--- config.mk ---
export PLATFORM = sky130hd
export DESIGN_NAME = rtch_core
export DESIGN_NICKNAME = d
export VERILOG_FILES = /design/src/rtch_pkg.sv /design/src/rtch_core.sv
export SDC_FILE = /design/constraint.sdc
export NUM_CORES = 1
export LEC_CHECK = 0
export BUFFER_PORTS_ARGS = -buffer_cell sky130_fd_sc_hd__buf_4
export CELL_PAD_IN_SITES_DETAIL_PLACEMENT = 0
export CELL_PAD_IN_SITES_GLOBAL_PLACEMENT = 2
export CORE_AREA = 3 3 134 110
export DETAILED_ROUTE_END_ITERATION = 6
export DIE_AREA = 0 0 137 113
export PLACE_DENSITY_LB_ADDON = 0.1
export SLEW_MARGIN = 20
export SYNTH_ARGS = -nofsm -noshare
export SYNTH_HDL_FRONTEND = slang
export SYNTH_SLANG_ARGS = --single-unit
--- constraint.sdc ---
create_clock -name mclk -period 5.5 [get_ports mclk]
set_input_delay 0 -clock mclk [delete_from_list [all_inputs] [get_ports mclk]]
set_output_delay 0 -clock mclk [all_outputs]
set_load 0.01 [all_outputs]
--- src/rtch_pkg.sv ---
// Package with register map, field positions and timing counts for the clock unit
package rtch_pkg;
    localparam int          ADDR_W           = 16;
    localparam int          DATA_W           = 8;
    // Register byte addresses
    localparam logic [15:0] ADDR_FLAGS       = 16'hf067;
    localparam logic [15:0] ADDR_SECOND      = 16'hf068;
    localparam logic [15:0] ADDR_MINUTE      = 16'hf069;
    localparam logic [15:0] ADDR_HOUR        = 16'hf06a;
    localparam logic [15:0] ADDR_WEEKDAY     = 16'hf06b;
    localparam logic [15:0] ADDR_CTRL_ONE    = 16'hf06c;
    localparam logic [15:0] ADDR_CTRL_TWO    = 16'hf06d;
    localparam logic [15:0] ADDR_FREE_CNT    = 16'hf06e;
    localparam logic [15:0] ADDR_SRC_SEL     = 16'hf06f;
    localparam logic [15:0] ADDR_IRQ_EN_ONE  = 16'hfff3;
    // Field positions
    localparam int          CTRL_ONE_RUN     = 7;
    localparam int          CTRL_ONE_SRST    = 4;
    localparam int          HALF_SEC_BIT     = 1;
    localparam int          OVF_BIT          = 0;
    localparam int          IRQ_GLOBAL_BIT   = 7;
    localparam int          SRC_CAL_BIT      = 3;
    // Reset values
    localparam logic [3:0]  SRC_SEL_RST      = 4'h0;
    localparam logic [7:0]  BYTE_ZERO        = 8'h00;
    // Calendar limits
    localparam logic [7:0]  SEC_LAST         = 8'h3b;
    localparam logic [7:0]  MIN_LAST         = 8'h3b;
    localparam logic [7:0]  HOUR_LAST        = 8'h17;
    localparam logic [7:0]  WEEKDAY_LAST     = 8'h06;
    // Timing: subclock in Hz, half second in ms, subclock edges per half second
    localparam int          SUBCLK_HZ        = 32768;
    localparam int          HALF_SEC_MS      = 500;
    localparam int          HALF_SEC_EDGES   = SUBCLK_HZ * HALF_SEC_MS / 1000;
    localparam logic [13:0] HALF_SEC_LAST    = 14'(HALF_SEC_EDGES - 1);
    // Free-running prescaler masks (divider minus one) for codes 0..7
    localparam int          PRE_W            = 13;
    localparam logic [12:0] DIV_MASK [8]     = '{13'h0007, 13'h001f, 13'h007f, 13'h00ff,
                                                 13'h01ff, 13'h07ff, 13'h0fff, 13'h1fff};
endpackage

--- src/rtch_core.sv ---
// Clock unit control: run/stop, soft reset, source select, half-second interrupt
`timescale 1ns/1ps

// Behaviour
// - Run bit one counts, zero halts.
// - Soft reset clears all but selector, global enable, itself.
// - Half-second interrupt only while enable set.
// - Selector 0xxx: free counter, divided clock.
// - Selector 1xxx: calendar from 32.768 kHz.
// - Global enable gates requests to processor.
// - Flag set by event, cleared writing zero.
// - Time counts survive external reset input.
module rtch_core
    import rtch_pkg::*;
(
    input  wire logic              mclk,
    input  wire logic              reset_n,
    input  wire logic              subclk,
    input  wire logic [ADDR_W-1:0] addr,
    input  wire logic [DATA_W-1:0] wdata,
    input  wire logic              wr,
    input  wire logic              rd,
    output logic      [DATA_W-1:0] rdata,
    output logic                   irq
);

    // Bus decode
    logic wr_flags;
    logic wr_sec;
    logic wr_min;
    logic wr_hour;
    logic wr_wday;
    logic wr_ctl1;
    logic wr_ctl2;
    logic wr_frc;
    logic wr_src;
    logic wr_ie1;

    always_comb begin
        wr_flags = wr && (addr == ADDR_FLAGS);
        wr_sec   = wr && (addr == ADDR_SECOND);
        wr_min   = wr && (addr == ADDR_MINUTE);
        wr_hour  = wr && (addr == ADDR_HOUR);
        wr_wday  = wr && (addr == ADDR_WEEKDAY);
        wr_ctl1  = wr && (addr == ADDR_CTRL_ONE);
        wr_ctl2  = wr && (addr == ADDR_CTRL_TWO);
        wr_frc   = wr && (addr == ADDR_FREE_CNT);
        wr_src   = wr && (addr == ADDR_SRC_SEL);
        wr_ie1   = wr && (addr == ADDR_IRQ_EN_ONE);
    end

    // Control registers
    logic       run_ff;
    logic       srst_ff;
    logic       hs_en_ff;
    logic       ovf_en_ff;
    logic [3:0] src_ff;
    logic       gie_ff;
    logic       nxt_run;
    logic       nxt_srst;
    logic       nxt_hs_en;
    logic       nxt_ovf_en;
    logic [3:0] nxt_src;
    logic       nxt_gie;

    always_comb begin
        nxt_run    = run_ff;
        nxt_srst   = srst_ff;
        nxt_hs_en  = hs_en_ff;
        nxt_ovf_en = ovf_en_ff;
        nxt_src    = src_ff;
        nxt_gie    = gie_ff;
        if (wr_ctl1) begin
            nxt_run  = wdata[CTRL_ONE_RUN];
            nxt_srst = wdata[CTRL_ONE_SRST];
        end
        if (wr_ctl2) begin
            nxt_hs_en  = wdata[HALF_SEC_BIT];
            nxt_ovf_en = wdata[OVF_BIT];
        end
        if (wr_src) begin
            nxt_src = wdata[3:0];
        end
        if (wr_ie1) begin
            nxt_gie = wdata[IRQ_GLOBAL_BIT];
        end
        // Held soft reset keeps the rest cleared until software drops it
        if (srst_ff) begin
            nxt_hs_en  = 1'b0;
            nxt_ovf_en = 1'b0;
            if (!wr_ctl1) begin
                nxt_run = 1'b0;
            end
        end
    end

    always_ff @(posedge mclk) begin
        if (!reset_n) begin
            run_ff    <= 1'b0;
            srst_ff   <= 1'b0;
            hs_en_ff  <= 1'b0;
            ovf_en_ff <= 1'b0;
            src_ff    <= SRC_SEL_RST;
            gie_ff    <= 1'b0;
        end else begin
            run_ff    <= nxt_run;
            srst_ff   <= nxt_srst;
            hs_en_ff  <= nxt_hs_en;
            ovf_en_ff <= nxt_ovf_en;
            src_ff    <= nxt_src;
            gie_ff    <= nxt_gie;
        end
    end

    // Tick generation
    logic              calendar;
    logic              counting;
    logic              sub_meta_ff;
    logic              sub_sync_ff;
    logic              sub_prev_ff;
    logic              sub_edge;
    logic [PRE_W-1:0]  pre_ff;
    logic [PRE_W-1:0]  nxt_pre;
    logic [13:0]       hs_cnt_ff;
    logic [13:0]       nxt_hs_cnt;
    logic              frc_tick;
    logic              hs_tick;

    always_comb begin
        calendar = src_ff[SRC_CAL_BIT];
        counting = run_ff && !srst_ff;
        sub_edge = sub_sync_ff && !sub_prev_ff;
        nxt_pre  = pre_ff;
        frc_tick = 1'b0;
        if (counting && !calendar) begin
            nxt_pre  = pre_ff + 13'h0001;
            frc_tick = ((pre_ff & DIV_MASK[src_ff[2:0]]) == DIV_MASK[src_ff[2:0]]);
        end
        nxt_hs_cnt = hs_cnt_ff;
        hs_tick    = 1'b0;
        if (counting && calendar && sub_edge) begin
            if (hs_cnt_ff == HALF_SEC_LAST) begin
                nxt_hs_cnt = 14'h0000;
                hs_tick    = 1'b1;
            end else begin
                nxt_hs_cnt = hs_cnt_ff + 14'h0001;
            end
        end
        if (srst_ff) begin
            nxt_pre    = 13'h0000;
            nxt_hs_cnt = 14'h0000;
        end
    end

    // Subclock sampled into the system clock; the edge is taken from the second and third stages
    always_ff @(posedge mclk) begin
        if (!reset_n) begin
            sub_meta_ff <= 1'b0;
            sub_sync_ff <= 1'b0;
            sub_prev_ff <= 1'b0;
            pre_ff      <= 13'h0000;
            hs_cnt_ff   <= 14'h0000;
        end else begin
            sub_meta_ff <= subclk;
            sub_sync_ff <= sub_meta_ff;
            sub_prev_ff <= sub_sync_ff;
            pre_ff      <= nxt_pre;
            hs_cnt_ff   <= nxt_hs_cnt;
        end
    end

    // Time counts; no reset_n term so power-on contents are undefined
    logic       half_ff;
    logic [7:0] sec_ff;
    logic [7:0] min_ff;
    logic [7:0] hour_ff;
    logic [7:0] wday_ff;
    logic [7:0] frc_ff;
    logic       nxt_half;
    logic [7:0] nxt_sec;
    logic [7:0] nxt_min;
    logic [7:0] nxt_hour;
    logic [7:0] nxt_wday;
    logic [7:0] nxt_frc;
    logic       frc_ovf;

    always_comb begin
        nxt_half = half_ff;
        nxt_sec  = sec_ff;
        nxt_min  = min_ff;
        nxt_hour = hour_ff;
        nxt_wday = wday_ff;
        nxt_frc  = frc_ff;
        frc_ovf  = 1'b0;
        if (hs_tick) begin
            nxt_half = !half_ff;
            if (half_ff) begin
                nxt_sec = sec_ff + 8'h01;
                if (sec_ff == SEC_LAST) begin
                    nxt_sec = BYTE_ZERO;
                    nxt_min = min_ff + 8'h01;
                    if (min_ff == MIN_LAST) begin
                        nxt_min  = BYTE_ZERO;
                        nxt_hour = hour_ff + 8'h01;
                        if (hour_ff == HOUR_LAST) begin
                            nxt_hour = BYTE_ZERO;
                            nxt_wday = (wday_ff == WEEKDAY_LAST) ? BYTE_ZERO : wday_ff + 8'h01;
                        end
                    end
                end
            end
        end
        if (frc_tick) begin
            nxt_frc = frc_ff + 8'h01;
            frc_ovf = (frc_ff == 8'hff);
        end
        if (wr_sec) begin
            nxt_sec = wdata;
        end
        if (wr_min) begin
            nxt_min = wdata;
        end
        if (wr_hour) begin
            nxt_hour = wdata;
        end
        if (wr_wday) begin
            nxt_wday = wdata;
        end
        if (wr_frc) begin
            nxt_frc = wdata;
        end
        if (srst_ff) begin
            nxt_half = 1'b0;
            nxt_sec  = BYTE_ZERO;
            nxt_min  = BYTE_ZERO;
            nxt_hour = BYTE_ZERO;
            nxt_wday = BYTE_ZERO;
            nxt_frc  = BYTE_ZERO;
        end
    end

    always_ff @(posedge mclk) begin
        half_ff <= nxt_half;
        sec_ff  <= nxt_sec;
        min_ff  <= nxt_min;
        hour_ff <= nxt_hour;
        wday_ff <= nxt_wday;
        frc_ff  <= nxt_frc;
    end

    // Interrupt flags: event wins over a clearing write in the same cycle
    logic hs_flag_ff;
    logic ovf_flag_ff;
    logic nxt_hs_flag;
    logic nxt_ovf_flag;

    always_comb begin
        nxt_hs_flag  = hs_flag_ff;
        nxt_ovf_flag = ovf_flag_ff;
        if (wr_flags && hs_flag_ff && !wdata[HALF_SEC_BIT]) begin
            nxt_hs_flag = 1'b0;
        end
        if (wr_flags && ovf_flag_ff && !wdata[OVF_BIT]) begin
            nxt_ovf_flag = 1'b0;
        end
        if (hs_tick) begin
            nxt_hs_flag = 1'b1;
        end
        if (frc_ovf) begin
            nxt_ovf_flag = 1'b1;
        end
        if (srst_ff) begin
            nxt_hs_flag  = 1'b0;
            nxt_ovf_flag = 1'b0;
        end
    end

    always_ff @(posedge mclk) begin
        if (!reset_n) begin
            hs_flag_ff  <= 1'b0;
            ovf_flag_ff <= 1'b0;
        end else begin
            hs_flag_ff  <= nxt_hs_flag;
            ovf_flag_ff <= nxt_ovf_flag;
        end
    end

    // Level request; flags stay visible to polling even while masked
    always_comb begin
        irq = gie_ff && ((hs_flag_ff && hs_en_ff) || (ovf_flag_ff && ovf_en_ff));
    end

    // Read port: data valid in the cycle after the strobe only
    logic [DATA_W-1:0] rdata_ff;
    logic [DATA_W-1:0] nxt_rdata;

    always_comb begin
        nxt_rdata = BYTE_ZERO;
        if (rd) begin
            case (addr)
                ADDR_FLAGS: begin
                    nxt_rdata[HALF_SEC_BIT] = hs_flag_ff;
                    nxt_rdata[OVF_BIT]      = ovf_flag_ff;
                end
                ADDR_SECOND: begin
                    nxt_rdata = sec_ff;
                end
                ADDR_MINUTE: begin
                    nxt_rdata = min_ff;
                end
                ADDR_HOUR: begin
                    nxt_rdata = hour_ff;
                end
                ADDR_WEEKDAY: begin
                    nxt_rdata = wday_ff;
                end
                ADDR_CTRL_ONE: begin
                    nxt_rdata[CTRL_ONE_RUN]  = run_ff;
                    nxt_rdata[CTRL_ONE_SRST] = srst_ff;
                end
                ADDR_CTRL_TWO: begin
                    nxt_rdata[HALF_SEC_BIT] = hs_en_ff;
                    nxt_rdata[OVF_BIT]      = ovf_en_ff;
                end
                ADDR_FREE_CNT: begin
                    nxt_rdata = frc_ff;
                end
                ADDR_SRC_SEL: begin
                    nxt_rdata[3:0] = src_ff;
                end
                ADDR_IRQ_EN_ONE: begin
                    nxt_rdata[IRQ_GLOBAL_BIT] = gie_ff;
                end
                default: begin
                    nxt_rdata = BYTE_ZERO;
                end
            endcase
        end
    end

    always_ff @(posedge mclk) begin
        if (!reset_n) begin
            rdata_ff <= BYTE_ZERO;
        end else begin
            rdata_ff <= nxt_rdata;
        end
    end

    always_comb begin
        rdata = rdata_ff;
    end

endmodule

======== Yosys cells after proc, flatten, opt, wreduce, memory -nomap -nowiden ========
Memory sizes are Yosys's and may differ from the RTL's.
Cells that the tools add are included.
storage, ports and cells
  input bits .............................. 29
  memory bits (read-only) ................. 104
  word-level logic and storage cells ...... 144
  memories ................................ 1
  output and inout port bits .............. 9
  flip-flop bits (word level) ............. 90
cells by class
  $lt $le $gt $ge ......................... 1
  add/sub/neg operators ................... 7
  bitwise operators ....................... 3
  equal/unequal tests ..................... 17
  multiplexer cells ....................... 43
  reductions and logical operators ........ 52
memory list
  memory           words  bits a word  read ports  clocked after memory_dff  wr ports  line              RTL
  (no name shown)  8      13           1           0                         0         rtch_core.sv:137  frc_tick = ((pre_ff & DIV_MASK[src_ff[2:0]]) == DIV_MASK[src_ff[2:0]]);
operator list
  operator                                       count
  2-to-1 mux 8 bit                               24
  == test 16 bit, second input constant          10
  adder 8 x 1 -> 8 bit, second input constant    5
  nonzero test 2 bit                             17
  2-to-1 mux 13 bit                              2
  logical AND 1 bit                              22
  == test 8 x 6 -> 1 bit, second input constant  2
  case mux 2 bit (8 select lines)                1
  adder 14 x 1 -> 14 bit, second input constant  1
  == test 14 bit, second input constant          1
  2-to-1 mux 14 bit                              1
  adder 13 x 1 -> 13 bit, second input constant  1
  bitwise AND 13 bit                             1
  == test 13 bit                                 1
  case mux 2 bit (6 select lines)                1
  2-to-1 mux 1 bit                               11
  case mux 2 bit (5 select lines)                1
  == test 8 x 3 -> 1 bit, second input constant  1
  == test 8 x 5 -> 1 bit, second input constant  1
  == test 8 bit, second input constant           1
  case mux 1 bit (7 select lines)                1
  logical NOT 1 bit                              6
  case mux 1 bit (6 select lines)                1
  AND reduction 5 bit                            1
  other kinds (8)                                9

======== Depth between registers and ports, before layout ========
Gate-level depths: netlist of the first run.
  depth in word-level cells ............... 9
  gate-level depth with buffers ........... 9
  mapped depth without buffers ............ 7

======== Worst setup path before layout of the first run ========
Ideal clock, no wire load.
  kind .................................... register to register
  start point ............................. register sec_ff[0]
  end point ............................... register hour_ff[4]
  library setup time ...................... 78 ps
  data arrival time ....................... 2253 ps
  stages on the path, launching flop included .. 8
  clock period less this slack ............ 2331 ps
  path buffers ............................ 1
  setup slack ............................. 3169 ps
  required time ........................... 5422 ps
  cell sequence ........................... dfxtp_1 > ha_1 > nor4b_1 > nand4_1 > or4_1 > buf_6 > o311a_1 > nor3_1
on the way
  word-level cells in the longest chain between the ends .. 3
ends and longest elaborated chain
  element                               line              RTL
  start, declared                       rtch_core.sv:174  logic [7:0] sec_ff;
  start signal, assigned                rtch_core.sv:244  sec_ff <= nxt_sec;
  == test 8 x 6 -> 1 bit                rtch_core.sv:199  if (sec_ff == SEC_LAST) begin
  nonzero test 2 bit (no source line)   -
  AND reduction 4 bit (no source line)  -
  end signal, assigned                  rtch_core.sv:246  hour_ff <= nxt_hour;
  end, declared                         rtch_core.sv:176  logic [7:0] hour_ff;
No other way between the ends.
A chain may end at the register's enable or synchronous reset.

======== Final worst setup path of the first run ========
  start point ............................. register sec_ff[0]
  end point ............................... register wday_ff[4]
on the way
  word-level cells in the longest chain between the ends .. 3
ends and longest elaborated chain
  element                               line              RTL
  == test 8 x 6 -> 1 bit                rtch_core.sv:199
  nonzero test 2 bit (no source line)   -
  AND reduction 5 bit (no source line)  -
  end signal, assigned                  rtch_core.sv:247  wday_ff <= nxt_wday;
  end, declared                         rtch_core.sv:177  logic [7:0] wday_ff;
No other way between the ends.

==> results.toml, run 1 <==
[outcome]
status = "completed"

[finish]
seqCellArea_sq_um = 1800
fin_util_pct = 41.9
fin_area_sq_um = 5660
num-fill-cells = 1351
multi_input_area_sq_um = 2930
drive_above_1_share_pct = 14.0
area.growth.synth_to_final_pct = 14.2
diodes = 0
nets = 641

[pwr]
p_sw_share_pct = 21.8
internal_power_w = 0.00104
netSwitchingPower_w = 0.000289
p_seq_share_pct = 49.3
comb_power_share_pct = 4.4
powerDensity_nw_per_um2 = 234
vdd_ir_drop_max_v = 0.000144
p_leak_nw = 2.09
clkPwrFrac_pct = 46.3

[placed_design]
dpl.hpwl_um = 10300
io_buffers = 37
dp_slack_ns = 2.60
gp_congestion = 0.830
placed_cell_area_sq_um = 5300

[cts]
cts-root-buf = "clkbuf_16"
cts-buffers-inserted = 9
clock-sinks = 90
post_cts_buffers = 0
path_clk_slew_ns = 0.06
cts_max_level = 3
hold_buffers = 7
cts_tree = "yes"
cts_max_path_buffers = 2
cts.repair.resized = 0
clock_latency_ns = 0.35

[flow_run]
max-cap-violations = 0

[route]
firstDrtPassIters = 5
wl_per_cell_um = 18.4
routed_via_density = 5.66
drtIter0Drc = 420
vias = 4454
drc = 0
detail-route-antenna-nets = 0
finalWirelength_um = 14500

[global_route]
grt_max_degree = 44
track_usage_pct = 19.3
grt_pass1_wl_um = 23200
antenna_found_initial = 1
overflow = 0
grt_pass1_vias = 4167

[critical_path]
cp_max_fo = 7
cp-startpoint = "sec_ff[0]$_SDFFE_PP0P_"
rrSetupSlack_ns = 2.55
end_kind = "register"
crit_path_start_kind = "register"
endpoint = "wday_ff[4]$_SDFFE_PP0P_"
crit_arrival_ns = 3.20
path_class = "reg2reg"
reg2reg_depth = 7
r2r_end = "wday_ff[4]$_SDFFE_PP0P_"
r2r_start = "sec_ff[0]$_SDFFE_PP0P_"
required_ns = 5.75

[hold_path]
hold_class = "in2reg"

[timing]
skew_ns = 0.0125
max-slew-margin-rel_pct = 29.0
setup_violations = 0
fmaxAchievable_mhz = 339
slew_viol_final = 0
finalSetupTns_ns = 0
fin_crit_sh_pct = 53.7
fin_ws_ns = 2.55
period_needed_ns = 2.95
timing.hold.ws_ns = 0.0187
rsz0062_at_grt = "no"
finalHoldViolations = 0
tightest_slew_ns = 1.06

[yosys]
synthArstFlopShare_pct = 0
synth_cell_types = 67
ys_seq_elements = 90
ys_seq_area_share_pct = 36.3
synth_xor_area_share_pct = 7.42
synth_top_family_by_area = "simple AND/OR/NAND/NOR gates"
synthCells = 574
synth-edff-count = 0
synth-adder-area-share_pct = 2.02
synth-main-ff-cell = "dfxtp_1"
synth_mux_area_share_pct = 5.70
syn_area_per_cell_sq_um = 8.64
synthSimpleGateAreaFrac_pct = 29.2
syn-cell-area_sq_um = 4960
synth_compound_area_share_pct = 14.8
syn_nets = 611
synth_warnings = 0

[floorplanning]
die_x_um = 137
core_sq_um = 13500
die-area_sq_um = 15500
rows = 38
die_h_um = 113
io_pins = 38
start_util_pct = 36.7
per-stage QoR:
stage / total power (W) / std cells
5_1_grt: 0.00138 / 787
3_3_place_gp: 0.000723 / 766
3_5_place_dp: 0.000723 / 766
2_1_floorplan: 0.000691 / 574
6_report: 0.00133 / 787
4_1_cts: 0.00135 / 787
per-layer routing:
| layer | wire [um] | global-route usage (%) | vias up |
|---|---|---|---|
| met1 | 7010 | 28.0 | 2132 |
| met5 | 0 | 0 | - |
| met3 | 867 | 4.71 | 18 |
| met2 | 6390 | 28.6 | 141 |
| met4 | 234 | 5.25 | 0 |
| li1 | - | - | 2163 |
cells in the mapped netlist, types with 12 or more instances:
library cell	count	area, sq um
dfxtp_1	90	1800
nand3_1	37	185
xor2_1	22	193
xnor2_1	20	175
a211oi_1	20	150
inv_1	14	52.6
nand2_1	43	161
a21oi_1	12	60.1
nor2_1	89	334
and3_1	12	75.1
nand4_1	16	100
clkbuf_1	15	56.3
o21ai_0	14	70.1
nor3_1	19	95.1
sequential cells by signal (all words and copies together), names as in the netlist:
signal,cells
run_ff,1
pre_ff,13
gie_ff,1
ovf_en_ff,1
sub_meta_ff,1
half_ff,1
frc_ff,8
sub_prev_ff,1
hs_en_ff,1
ovf_flag_ff,1
hour_ff,8
sec_ff,8
wday_ff,8
hs_cnt_ff,14
srst_ff,1
rdata,8
sub_sync_ff,1
hs_flag_ff,1
src_ff,4
min_ff,8
cell usage in the layout, fill, tap and decap left out, types with 3 or more instances in the layout:
master / count
nand3_1: 37
and3_1: 12
xor2_1: 22
or4_4: 3
nand2_1: 43
dlygate4sd3_1: 7
a311oi_1: 5
mux4_2: 8
a21boi_0: 6
ha_1: 8
nor2b_1: 7
o21ai_1: 4
xnor2_1: 20
o21ai_0: 14
nor3b_1: 4
nor4_1: 6
a22oi_1: 4
inv_1: 14
or3_1: 7
mux2i_1: 8
and4_1: 6
nand4_1: 16
a211oi_1: 20
nor2_1: 89
nor4b_1: 3
nor3_1: 19
clkbuf_16: 9
a21oi_1: 12
a222oi_1: 4
and2_1: 8
a211oi_2: 8
dfxtp_1: 90
buf_4: 38
o311a_1: 4
critical path, cell delays in order (launching register included):
cell and delay (ns):
dfxtp_1 0.39, ha_1 0.24, nor4b_1 0.41, nand4_1 0.43, nor4_1 0.78, nand4_1 0.21
xor2_1 0.18, a211oi_1 0.23
power by group through the flow:
stage | registers, W | clock network, W | logic (W)
floorplan | 0.000668 | 0 | 0.0000232
global placement | 0.000668 | 0 | 0.0000546
detailed placement | 0.000668 | 0 | 0.0000549
CTS | 0.000653 | 0.000640 | 0.0000591
global route | 0.000653 | 0.000663 | 0.0000630
finish | 0.000653 | 0.000615 | 0.0000584
worst min-delay path by stage:
stage          startpoint                      to  slack, ns  cells past startpoint
2_1_floorplan      subclk  sub_meta_ff$_SDFF_PN0_       0.13                      1
3_5_place_dp       subclk  sub_meta_ff$_SDFF_PN0_       0.22                      2
4_1_cts          wdata[3]  src_ff[3]$_SDFFE_PN0P_      0.004                      3
5_1_grt          wdata[3]  src_ff[3]$_SDFFE_PN0P_       0.02                      3
3_3_place_gp       subclk  sub_meta_ff$_SDFF_PN0_       0.21                      2
6_report         wdata[7]     gie_ff$_SDFFE_PN0P_       0.02                      3
area by class of cell:
| type | instances | share of cell area [%] |
|---|---|---|
| Multi-Input combinational cell | 444 | 51.8 |
| Clock buffer | 10 | 4.22 |
| Sequential cell | 90 | 31.8 |
| Clock inverter | 4 | 0.950 |
| Inverter | 14 | 0.928 |
| Tap cell | 180 | 3.98 |
| Timing Repair Buffer | 45 | 6.28 |
cells by family after synthesis:
family | count (synthesis)
AND/OR/NAND/NOR | 280
XOR/XNOR | 42
buffers and inverters | 40
multiplexers | 18
AO/OA/AOI/OAI | 96
adder cells (fa/ha/maj) | 8
flip-flops | 90
(Power assumes the default switching activity.)
==> inputs of run 2 (changes only) <==
Settings changed: ABC_AREA set to 1, CORE_AREA 3 3 134 110 to 3 3 153 125, DIE_AREA 0 0 137 113 to 0 0 156 128.
Clock period 5.5 ns to 2.8 ns, I/O delays scaled along.
==> results.toml, run 2 <==
[finish]
drive_above_1_share_pct = 9.25
diodes = 0
num-fill-cells = 1928
nets = 1017
largest_register_ffs = 14
mostFrequentLayoutCells = "244 x nand2_1, 118 x nor2_1, 116 x inv_1"
layout.cells.non_filler = 1209
fin_area_sq_um = 6760
registers.top_by_ff_count = "hs_cnt_ff"
layout_commonest_cell = "nand2_1"
area.growth.synth_to_final_pct = 16.0
top_regs = "hs_cnt_ff (14), pre_ff (13)"

[critical_path]
end_kind = "register"
r2r_start = "hour_ff[0]$_SDFFE_PP0P_"
required_ns = 3.09
cp-startpoint = "hour_ff[0]$_SDFFE_PP0P_"
path_class = "reg2reg"
cp_max_fo = 16
crit_path_start_kind = "register"
crit_arrival_ns = 2.43

[yosys]
synth_commonest_cells = "244 x nand2_1, 118 x nor2_1, 116 x inv_1"
synth-edff-count = 0
syn_area_per_cell_sq_um = 6.21
synth_most_common_cell = "nand2_1"
synth_cell_types = 36
syn-cell-area_sq_um = 5830
synth_warnings = 0
ys_seq_area_share_pct = 30.9
synthCells = 939
yosysTopAreaCell = "dfxtp_1"
ys_seq_elements = 90
syn_nets = 976
synth-main-ff-cell = "dfxtp_1"
synthArstFlopShare_pct = 0
synth_area_leaders = "dfxtp_1 31%, nand2_1 16%, nand3_1 9.1%"
yosys.area.top_type_share_pct = 30.9

[pwr]
comb_power_share_pct = 5.2
p_sw_share_pct = 23.4
powerDensity_nw_per_um2 = 426
vdd_ir_drop_max_v = 0.000345
netSwitchingPower_w = 0.000673
p_leak_nw = 3.00
internal_power_w = 0.00220
clkPwrFrac_pct = 50.2
p_seq_share_pct = 44.6
fin_total_pwr_w = 0.00288

[route]
routed_via_density = 5.00
detail-route-antenna-nets = 0
drtIter0Drc = 511
firstDrtPassIters = 5
finalWirelength_um = 19800
wl_per_cell_um = 16.4
vias = 6045
drc = 0

[placed_design]
placed_cell_area_sq_um = 6340
gp_congestion = 0.866
dpl.hpwl_um = 14800
io_buffers = 37
dp_cells = 1186
dp_slack_ns = 0.772

[cts]
cts_tree = "yes"
cts-buffers-inserted = 9
cts_max_level = 3
clock-sinks = 90
cts.repair.resized = 0
cts-root-buf = "clkbuf_16"
path_clk_slew_ns = 0.07
cts_max_path_buffers = 2
clock_latency_ns = 0.35

[global_route]
grt_pass1_vias = 5481
antenna_found_initial = 0
overflow = 0
track_usage_pct = 20.1
grt_pass1_wl_um = 31400
grt_max_degree = 32

[floorplanning]
die_h_um = 128
die_x_um = 156
core_sq_um = 17500
rows = 43
start_util_pct = 33.3
die-area_sq_um = 20000
io_pins = 38

[outcome]
status = "completed"

[timing]
slew_viol_final = 0
skew_ns = 0.00705
period_needed_ns = 2.15
rsz0062_at_grt = "no"
fmaxAchievable_mhz = 466
finalHoldViolations = 0
setup_violations = 0
max-slew-margin-rel_pct = 57.5
tightest_slew_ns = 0.633
fin_ws_ns = 0.653
fin_crit_sh_pct = 76.7
finalSetupTns_ns = 0

[hold_path]
hold_class = "in2reg"
min_from = "wdata[7]"

[flow_run]
max-cap-violations = 0
## run 2: worst max-delay path, stage by stage, from the launching register on
cell and delay [ns]:
dfxtp_1 0.40, ha_1 0.20, nand2_1 0.08, inv_1 0.12, nand3_1 0.07, nor2_1 0.37
nand4_2 0.44, nand3_1 0.19, nand2_1 0.07, nor2_1 0.13
## run 2: layer usage
layer	global-route usage [%]	wire, um	up-vias
met3	3.51	1160	11
met5	0	0	-
met1	32.0	10700	2721
li1	-	-	3147
met4	3.74	201	0
met2	28.0	7700	166
## run 2: kinds of logic after synthesis
| family | after synthesis | synth area share (%) |
|---|---|---|
| compound gates | 121 | 11.3 |
| fa+ha+maj | 8 | 1.72 |
| xor+xnor | 19 | 2.86 |
| flops | 90 | 30.9 |
| buf+inv | 144 | 9.77 |
| simple gates | 557 | 43.4 |
## run 2: final timing paths
check	end	slack, ns	cells after the start
hold reg to reg	sub_sync_ff$_SDFF_PN0_	0.42	2
setup reg to reg	wday_ff[2]$_SDFFE_PP0P_	0.65	9
hold / removal	run_ff$_SDFF_PN0_	0.01	2
setup / recovery	wday_ff[2]$_SDFFE_PP0P_	0.65	9
## run 2: timing repair
action	in CTS	in global routing
endpoints found under the hold margin	9	0
setup buffers	0	0
hold buffers	8	0
## run 2: layout make-up
cell class | count | area, sq um | share of cell area, %
inverter | 121 | 454 | 6.72
clock buffer | 9 | 225 | 3.33
timing repair buffer | 53 | 418 | 6.19
multi-input combinational | 705 | 3460 | 51.2
tap | 225 | 282 | 4.17
sequential | 90 | 1800 | 26.7
clock inverter | 6 | 115 | 1.70
## run 2: power by group through the flow
stage	registers (W)	logic (W)	clock network, W
2_1_floorplan	0.00131	0.0000548	0
4_1_cts	0.00128	0.000149	0.00147
6_report	0.00128	0.000149	0.00144
3_3_place_gp	0.00131	0.000142	0
3_5_place_dp	0.00131	0.000140	0
5_1_grt	0.00128	0.000162	0.00152
## run 2: metrics by stage
step / utilization (%) / hold slack [ns]
CTS: 38.6 / 0.00364
global placement: 36.2 / 0.186
global route: 38.6 / 0.00616
floorplan: - / 0.0935
finish: 38.6 / 0.0149
detailed placement: 36.2 / 0.187
